[config.mk]
export PLATFORM = sky130hd
export DESIGN_NAME = cbu_branch_unit
export DESIGN_NICKNAME = d
export VERILOG_FILES = /design/src/cbu_pkg.sv /design/src/cbu_branch_unit.sv /design/src/cbu_cond_eval.sv
export SDC_FILE = /design/constraint.sdc
export NUM_CORES = 1
export LEC_CHECK = 0
export ABC_AREA = 1
export BUFFER_PORTS_ARGS = -buffer_cell sky130_fd_sc_hd__buf_4
export CAP_MARGIN = 10
export CORE_ASPECT_RATIO = 0.8
export CORE_UTILIZATION = 58
export CTS_BUF_LIST = sky130_fd_sc_hd__clkbuf_8
export DETAILED_ROUTE_END_ITERATION = 8
export GPL_TIMING_DRIVEN = 0
export PLACE_DENSITY = 0.8
export SETUP_SLACK_MARGIN = 0.02
export SYNTH_ARGS = -nofsm -noshare
export SYNTH_HDL_FRONTEND = slang
export SYNTH_SLANG_ARGS = --single-unit
[constraint.sdc]
create_clock -name clk -period 6.49 [get_ports clk]
set_input_delay 0.649 -clock clk [delete_from_list [all_inputs] [get_ports clk]]
set_output_delay 0.649 -clock clk [all_outputs]
set_load 0.02 [all_outputs]
[src/cbu_pkg.sv]
// ------------------------------------------------------------
// shared constants and types for the conditional branch unit
// ------------------------------------------------------------
package cbu_pkg;

   // ------------------------------------------------------------
   // branch condition codes handed over by decode
   // ------------------------------------------------------------
   typedef enum logic [3:0]
   {
      branch_carry_set,
      branch_carry_clear,
      branch_same_or_higher,
      branch_lower,
      branch_negative,
      branch_positive,
      branch_signed_ge,
      branch_signed_lt,
      branch_halfcarry_set,
      branch_halfcarry_clear,
      branch_transfer_set,
      branch_none
   } cbu_cond_type;

   // ------------------------------------------------------------
   // sequencer states
   // ------------------------------------------------------------
   typedef enum logic
   {
      st_issue,
      st_redirect
   } cbu_state_type;

   // ------------------------------------------------------------
   // widths
   // ------------------------------------------------------------
   localparam int CBU_PC_WIDTH = 13;   // word address of 16 kbyte space
   localparam int CBU_K_WIDTH = 7;     // relative offset field
   localparam int CBU_ADDR_WIDTH = 5;  // byte address on the bus
   localparam int CBU_DATA_WIDTH = 32;

   // ------------------------------------------------------------
   // register byte offsets
   // ------------------------------------------------------------
   localparam logic [4:0] CBU_OFS_CTRL = 5'h00;
   localparam logic [4:0] CBU_OFS_STATUS = 5'h04;
   localparam logic [4:0] CBU_OFS_TAKEN_CNT = 5'h08;
   localparam logic [4:0] CBU_OFS_FALL_CNT = 5'h0C;
   localparam logic [4:0] CBU_OFS_LAST_TARGET = 5'h10;

   // ------------------------------------------------------------
   // field positions
   // ------------------------------------------------------------
   localparam int CBU_CTRL_ENABLE_BIT = 0;   // unit accepts branches
   localparam int CBU_CTRL_CLR_CNT_BIT = 1;  // write 1 clears counters
   localparam int CBU_STAT_BUSY_BIT = 0;     // redirect cycle in progress
   localparam int CBU_STAT_TAKEN_BIT = 1;    // last branch was taken
   localparam int CBU_STAT_BADOP_BIT = 2;    // sticky unknown code seen

   // ------------------------------------------------------------
   // reset values
   // ------------------------------------------------------------
   localparam logic CBU_RST_ENABLE = 1'b1;
   localparam logic [31:0] CBU_RST_COUNT = 32'h0000_0000;

   // ------------------------------------------------------------
   // cycle counts
   // ------------------------------------------------------------
   localparam int CBU_CYCLES_NOT_TAKEN = 1;
   localparam int CBU_CYCLES_TAKEN = 2;

endpackage : cbu_pkg

[src/cbu_branch_unit.sv]
`timescale 1ns/1ps
`default_nettype none
module cbu_branch_unit
#(
   parameter int PC_WIDTH = cbu_pkg::CBU_PC_WIDTH,
   parameter int K_WIDTH = cbu_pkg::CBU_K_WIDTH
)
(
   input wire logic clk,
   input wire logic rst_n,
   input wire logic clk_en,
   // decode side
   input wire logic instr_valid,
   input wire cbu_pkg::cbu_cond_type instr_cond,
   input wire logic [K_WIDTH-1:0] instr_offset,
   input wire logic [PC_WIDTH-1:0] program_counter,
   // status register flags
   input wire logic flag_carry,
   input wire logic flag_negative,
   input wire logic flag_overflow,
   input wire logic flag_halfcarry,
   input wire logic flag_transfer,
   // fetch side
   output logic pc_load,
   output logic [PC_WIDTH-1:0] pc_target,
   output logic fetch_flush,
   output logic pipe_stall,
   output logic branch_done,
   output logic branch_taken,
   output logic flag_write_en,
   // avalon-mm slave
   input wire logic [cbu_pkg::CBU_ADDR_WIDTH-1:0] avs_address,
   input wire logic avs_read,
   input wire logic avs_write,
   input wire logic [cbu_pkg::CBU_DATA_WIDTH-1:0] avs_writedata,
   input wire logic [3:0] avs_byteenable,
   output logic [cbu_pkg::CBU_DATA_WIDTH-1:0] avs_readdata,
   output logic avs_waitrequest
);
   import cbu_pkg::*;

   // ------------------------------------------------------------
   // elaboration checks
   // ------------------------------------------------------------
   if (PC_WIDTH < 2 || PC_WIDTH > 32)
   begin : g_bad_pc
      $error("PC_WIDTH must be 2..32");
   end
   if (K_WIDTH < 2 || K_WIDTH > PC_WIDTH)
   begin : g_bad_k
      $error("K_WIDTH must be 2..PC_WIDTH");
   end

   // ------------------------------------------------------------
   // target arithmetic
   // ------------------------------------------------------------
   // sign-extend k and add one; wraps modulo program space
   function automatic logic [PC_WIDTH-1:0] rel_target
   (
      input logic [PC_WIDTH-1:0] pc,
      input logic [K_WIDTH-1:0] k
   );
      logic [PC_WIDTH-1:0] k_ext;
      k_ext = {{(PC_WIDTH-K_WIDTH){k[K_WIDTH-1]}}, k};
      rel_target = pc + k_ext + {{(PC_WIDTH-1){1'b0}}, 1'b1};
   endfunction : rel_target

   // ------------------------------------------------------------
   // state
   // ------------------------------------------------------------
   cbu_state_type state;        // issue or redirect cycle
   logic ctrl_enable;           // unit accepts branches
   logic last_taken;            // outcome of newest branch
   logic badop_seen;            // sticky unknown code flag
   logic [31:0] taken_count;    // taken branches since clear
   logic [31:0] fall_count;     // fall-through branches since clear
   logic [PC_WIDTH-1:0] last_target; // newest computed target

   // ------------------------------------------------------------
   // condition evaluation
   // ------------------------------------------------------------
   wire logic cond_taken;  // flags satisfy the code
   wire logic cond_known;  // code is one of ours

   cbu_cond_eval u_eval
   (
      .cond(instr_cond),
      .flag_carry(flag_carry),
      .flag_negative(flag_negative),
      .flag_overflow(flag_overflow),
      .flag_halfcarry(flag_halfcarry),
      .flag_transfer(flag_transfer),
      .taken(cond_taken),
      .known(cond_known)
   );

   // ------------------------------------------------------------
   // decode of the incoming branch
   // ------------------------------------------------------------
   // a new branch is only accepted in the issue state; during the
   // redirect cycle the fetch stage is stalled and must not issue
   wire logic accept;
   wire logic go_taken;
   wire logic go_fall;
   wire logic [PC_WIDTH-1:0] next_target;
   assign accept = instr_valid && ctrl_enable && (state == st_issue);
   assign go_taken = accept && cond_known && cond_taken;
   assign go_fall = accept && !(cond_known && cond_taken);
   assign next_target = rel_target(program_counter, instr_offset);

   // ------------------------------------------------------------
   // bus decode
   // ------------------------------------------------------------
   // waitrequest is held high for one cycle of every request, so the
   // answer lands on a flop and the read mux stays off the bus path
   wire logic bus_req;
   wire logic bus_fire;
   wire logic wr_fire;
   wire logic hit_ctrl;
   wire logic hit_status;
   wire logic hit_taken;
   wire logic hit_fall;
   wire logic hit_target;
   wire logic clr_counts;
   wire logic clr_badop;
   wire logic [31:0] next_readdata;
   assign bus_req = avs_read || avs_write;
   assign bus_fire = bus_req && avs_waitrequest;
   // a write lands only at the edge that completes the transfer
   assign wr_fire = avs_write && !avs_waitrequest && avs_byteenable[0];
   assign hit_ctrl = (avs_address == CBU_OFS_CTRL);
   assign hit_status = (avs_address == CBU_OFS_STATUS);
   assign hit_taken = (avs_address == CBU_OFS_TAKEN_CNT);
   assign hit_fall = (avs_address == CBU_OFS_FALL_CNT);
   assign hit_target = (avs_address == CBU_OFS_LAST_TARGET);
   assign clr_counts = wr_fire && hit_ctrl &&
                       avs_writedata[CBU_CTRL_CLR_CNT_BIT];
   assign clr_badop = wr_fire && hit_status &&
                      avs_writedata[CBU_STAT_BADOP_BIT];
   // unmapped addresses read as zero, writes there are dropped
   assign next_readdata =
      hit_ctrl ? {31'h0000_0000, ctrl_enable} :
      hit_status ? {29'h0000_0000, badop_seen, last_taken,
                    (state == st_redirect)} :
      hit_taken ? taken_count :
      hit_fall ? fall_count :
      hit_target ? {{(32-PC_WIDTH){1'b0}}, last_target} :
      32'h0000_0000;

   // ------------------------------------------------------------
   // branch sequencer
   // ------------------------------------------------------------
   // taken: first cycle loads pc and flushes the fetched word,
   // second cycle is the bubble; fall-through finishes at once
   always_ff @(posedge clk or negedge rst_n)
   begin
      if (!rst_n)
      begin
         state <= st_issue;
         pc_load <= 1'b0;
         fetch_flush <= 1'b0;
         pipe_stall <= 1'b0;
         branch_done <= 1'b0;
      end
      else if (clk_en)
      begin
         case (state)
            st_issue:
            begin
               pc_load <= go_taken;
               fetch_flush <= go_taken;
               pipe_stall <= go_taken;
               branch_done <= go_fall;
               if (go_taken)
               begin
                  state <= st_redirect;
               end
            end
            st_redirect:
            begin
               pc_load <= 1'b0;
               fetch_flush <= 1'b0;
               pipe_stall <= 1'b0;
               branch_done <= 1'b1;
               state <= st_issue;
            end
            default:
            begin
               state <= st_issue;
               pc_load <= 1'b0;
               fetch_flush <= 1'b0;
               pipe_stall <= 1'b0;
               branch_done <= 1'b0;
            end
         endcase
      end
   end

   // ------------------------------------------------------------
   // target and outcome
   // ------------------------------------------------------------
   // target is latched for every accepted branch, taken or not
   always_ff @(posedge clk or negedge rst_n)
   begin
      if (!rst_n)
      begin
         pc_target <= '0;
         last_target <= '0;
         last_taken <= 1'b0;
         branch_taken <= 1'b0;
      end
      else if (clk_en)
      begin
         branch_taken <= go_taken;
         if (accept)
         begin
            pc_target <= next_target;
            last_target <= next_target;
            last_taken <= go_taken;
         end
      end
   end

   // ------------------------------------------------------------
   // status flag write port
   // ------------------------------------------------------------
   // the unit owns a write strobe into the status register only so
   // that it is visibly idle; no branch ever modifies a flag
   always_ff @(posedge clk or negedge rst_n)
   begin
      if (!rst_n)
      begin
         flag_write_en <= 1'b0;
      end
      else if (clk_en)
      begin
         flag_write_en <= 1'b0;
      end
   end

   // ------------------------------------------------------------
   // statistics counters
   // ------------------------------------------------------------
   // a clear and an event in the same cycle leave a count of one
   always_ff @(posedge clk or negedge rst_n)
   begin
      if (!rst_n)
      begin
         taken_count <= CBU_RST_COUNT;
         fall_count <= CBU_RST_COUNT;
      end
      else if (clk_en)
      begin
         if (clr_counts)
         begin
            taken_count <= {31'h0000_0000, go_taken};
            fall_count <= {31'h0000_0000, go_fall};
         end
         else
         begin
            taken_count <= taken_count + {31'h0000_0000, go_taken};
            fall_count <= fall_count + {31'h0000_0000, go_fall};
         end
      end
   end

   // ------------------------------------------------------------
   // control and sticky status
   // ------------------------------------------------------------
   // unknown code sets win over a software clear in the same cycle
   always_ff @(posedge clk or negedge rst_n)
   begin
      if (!rst_n)
      begin
         ctrl_enable <= CBU_RST_ENABLE;
         badop_seen <= 1'b0;
      end
      else if (clk_en)
      begin
         if (wr_fire && hit_ctrl)
         begin
            ctrl_enable <= avs_writedata[CBU_CTRL_ENABLE_BIT];
         end
         if (accept && !cond_known)
         begin
            badop_seen <= 1'b1;
         end
         else if (clr_badop)
         begin
            badop_seen <= 1'b0;
         end
      end
   end

   // ------------------------------------------------------------
   // avalon answer
   // ------------------------------------------------------------
   // waitrequest idles high; it drops for exactly one cycle after
   // a request is seen, which is the cycle the master completes in
   always_ff @(posedge clk or negedge rst_n)
   begin
      if (!rst_n)
      begin
         avs_waitrequest <= 1'b1;
         avs_readdata <= 32'h0000_0000;
      end
      else if (clk_en)
      begin
         avs_waitrequest <= !bus_fire;
         if (bus_fire && avs_read)
         begin
            avs_readdata <= next_readdata;
         end
      end
   end

endmodule : cbu_branch_unit
`default_nettype wire

[src/cbu_cond_eval.sv]
`timescale 1ns/1ps
`default_nettype none
// ------------------------------------------------------------
// flag test for one branch code, purely combinational
// ------------------------------------------------------------
module cbu_cond_eval
(
   input wire cbu_pkg::cbu_cond_type cond,
   input wire logic flag_carry,
   input wire logic flag_negative,
   input wire logic flag_overflow,
   input wire logic flag_halfcarry,
   input wire logic flag_transfer,
   output logic taken,
   output logic known
);
   import cbu_pkg::*;

   // signed compare uses the sign-corrected flag
   wire logic signed_less;
   assign signed_less = flag_negative ^ flag_overflow;

   // ------------------------------------------------------------
   // condition selection
   // ------------------------------------------------------------
   always_comb
   begin
      taken = 1'b0;
      known = 1'b1;
      case (cond)
         branch_carry_set: taken = flag_carry;
         branch_carry_clear: taken = ~flag_carry;
         branch_same_or_higher: taken = ~flag_carry;
         branch_lower: taken = flag_carry;
         branch_negative: taken = flag_negative;
         branch_positive: taken = ~flag_negative;
         branch_signed_ge: taken = ~signed_less;
         branch_signed_lt: taken = signed_less;
         branch_halfcarry_set: taken = flag_halfcarry;
         branch_halfcarry_clear: taken = ~flag_halfcarry;
         branch_transfer_set: taken = flag_transfer;
         default: known = 1'b0;  // unknown codes always fall through
      endcase
   end

endmodule : cbu_cond_eval
`default_nettype wire

==> impl_metrics.yaml <==
status:
  status: "finished, final reports clean"
clocking:
  htreeDepth: 4
  clock-sinks: 116
  ctsHoldBuffers: 0
  clockRootBuffer: "clkbuf_8"
  cts.repair.resized: 0
  cts.path.max_buffers: 2
  cts_tree: "built"
  clkTransAtPathRegs_ns: 0.07
  clk_latency_ns: 0.44
  cts-buffers-inserted: 17
  postCtsSetupRepairBufs: 0
sta:
  period_needed_ns: 2.71
  setup_ws_ns: 3.78
  hold_viol: 0
  fin_setup_tns_ns: 0
  finClkSkew_ns: 0.00866
  rsz0062_at_grt: "false"
  final-setup-viol-count: 0
  fmax_mhz: 369
  max_slew_margin: 0.479
  final_max_slew_viol_count: 0
  worst_slew_pin_slew_ns: 0.781
  final_min_period_over_clock_period: 0.417
logic_synthesis:
  yosys_warnings: 0
  synthCells: 1099
  yosysSeqAreaShare: 0.389
  synth_nets: 1192
  synth_cell_type_count: 44
  synth.avg_cell_area_sq_um: 6.79
  synth_seq_cells: 116
  netlist_area_sq_um: 7460
critical_path:
  critical_path_class: "in -> reg"
  required_ns: 6.82
  cpMaxStageDelayCell: "ha_1"
  cp.arrival_ns: 3.03
  crit_fanout: 5
  crit_chain: "buf_4 -> inv_1 -> nand2_1 -> nor2_1 -> nand2_1 -> nand2_1 -> nor2_1 -> nand3_1 -> nand2_1 -> inv_1 -> ha_1 -> ha_1 -> nand3_2 -> nor2_4 -> nand2_2 -> nor2_4 -> nand3_1 -> o21ai_0 -> a21oi_1"
  worst_setup_path_start_kind: "input port"
  max_stage_delay_ns: 0.33
  end_kind: "register"
  cp_common_cell: "nand2_1"
power:
  p_int_w: 0.00124
  p_per_area_nw_per_um2: 206
  comb_power_share: 0.191
  clock_power_share: 0.338
  switchingPower_w: 0.000571
  p_leak_nw: 4.48
  irDropWorstVdd_mv: 0.160
  finalPower_w: 0.00181
  power.share.switching: 0.315
  pwr-share-seq: 0.471
placement:
  port_buffers: 94
  postPlaceCellArea_sq_um: 8420
  place_congestion: 0.930
  dp_cells: 1365
  detailed_place_hpwl_mm: 17.2
  dpl_worst_slack_ns: 3.38
hold_path:
  hold_path_class: "in -> async"
route:
  drtPass1Iterations: 5
  drc_errors: 0
  via_per_inst: 5.50
  antenna_left: 0
  vias: 7674
  post_drt_wl_per_cell_um: 16.1
  wl_mm: 22.4
  drtIter0Drc: 837
die:
  die_x_um: 129
  core_sq_um: 12300
  start_util: 0.605
  fp.dieArea_sq_um: 13300
  rows: 36
  io_pins: 128
  die_y_um: 103
finish:
  final.fill_count: 1121
  nNetsFinal: 1306
  layout_commonest_cell: "nand2_1"
  antenna_cells: 0
  final_cell_mix: "nand2_1 (343), nor2_1 (133), inv_1 (130)"
  final_area_sq_um: 8770
  drive_gt1_frac: 0.145
  area_delta_synth_final_pct: 17.5
  fin_cells: 1395
global_route:
  grt_max_degree: 95
  grt_pass1_vias: 6767
  grt_pass1_wl_mm: 35.1
  grt.overflow.total: 0
  antenna_found_initial: 0
  grtUsageTotal: 0.354
run:
  drv_cap: 0
-- final cells by class --
class,count,area (sq um),area share
Multi-Input combinational cell,816,3890,0.444
Sequential cell,116,2910,0.331
Timing Repair Buffer,95,737,0.0840
Inverter,136,510,0.0582
Clock buffer,24,330,0.0376
Tap cell,171,214,0.0244
Buffer,31,155,0.0177
Clock inverter,6,27.5,0.00314
-- sequential cells by signal, summed over array words and instances (netlist names) --
register	count
branch_done	1
avs_readdata	32
taken_count	32
last_target	13
pipe_stall	1
branch_taken	1
ctrl_enable	1
last_taken	1
badop_seen	1
fall_count	32
avs_waitrequest	1
-- kinds of logic after synthesis --
group           after synthesis  synth area share
mux                           1           0.00151
buf+inv                     167            0.0892
xor+xnor                     13            0.0153
fa+ha+maj                    17            0.0295
flops                       116             0.389
other cells                   1          0.000502
compound gates              155             0.110
simple gates                629             0.364
-- per-layer routing --
layer	GRT usage	part of all wire	routed length, um
met5	0	0	0
met4	0.0959	0.017	389
met3	0.0782	0.093	2080
met2	0.521	0.43	9530
met1	0.526	0.46	10400
-- cells in the mapped netlist, drive strengths merged --
library cell	count	area share
nand2	349	0.18
nor2	147	0.084
inv	133	0.067
dfrtp	114	0.38
o21ai	83	0.056
nand3	68	0.047
a21oi	53	0.036
nor3	34	0.026
nand4	29	0.028
buf	18	0.014
ha	16	0.027
clkbuf	13	0.0065
xor2	8	0.0094
o22ai	7	0.0059
o221ai	5	0.0059
xnor2	5	0.0059
clkinv	3	0.0015
a31oi	2	0.0017
dfstp	2	0.0070
a21o	1	0.0010
and3	1	0.00084
conb	1	0.00050
fa	1	0.0027
mux2	1	0.0015
o211a	1	0.0013
o211ai	1	0.0010
o21bai	1	0.0010
o31ai	1	0.0010
or2	1	0.00084
-- stage by stage --
step | hold slack, ns | util
2_1_floorplan | 0.353 | -
3_3_place_gp | 0.464 | 0.679
3_5_place_dp | 0.467 | 0.682
4_1_cts | 0.0482 | 0.711
5_1_grt | 0.0448 | 0.711
6_report | 0.0544 | 0.711
-- power by group through the flow --
stage	logic, W	clock network (W)	registers [W]
after detailed placement	0.000343	0	0.000862
after global routing	0.000384	0.000655	0.000859
after floorplan	0.000170	0	0.000878
final	0.000345	0.000612	0.000854
after global placement	0.000335	0	0.000863
after CTS	0.000344	0.000619	0.000851
-- path summary, 6_finish.rpt --
kind                       depth (start not counted)          endpoint             start  slack, ns
max                                               19   taken_count[20]     instr_cond[3]       3.78
min                                                1    fall_count[31]             rst_n       0.05
max reg2reg                                       13   taken_count[20]       ctrl_enable       3.85
min reg2reg                                        2  avs_readdata[30]  avs_readdata[30]       0.49
max in group asynchronous                          2    last_target[6]             rst_n       5.66
min in group clk                                   4   avs_waitrequest          avs_read       0.45
-- critical path: cells and delay by family --
| kind | cells | cell delay [ns] |
|---|---|---|
| compound gates | 2 | 0.23 |
| buf+inv | 3 | 0.29 |
| simple gates | 12 | 1.20 |
| fa+ha+maj | 2 | 0.64 |
(Power assumes the default switching activity.)
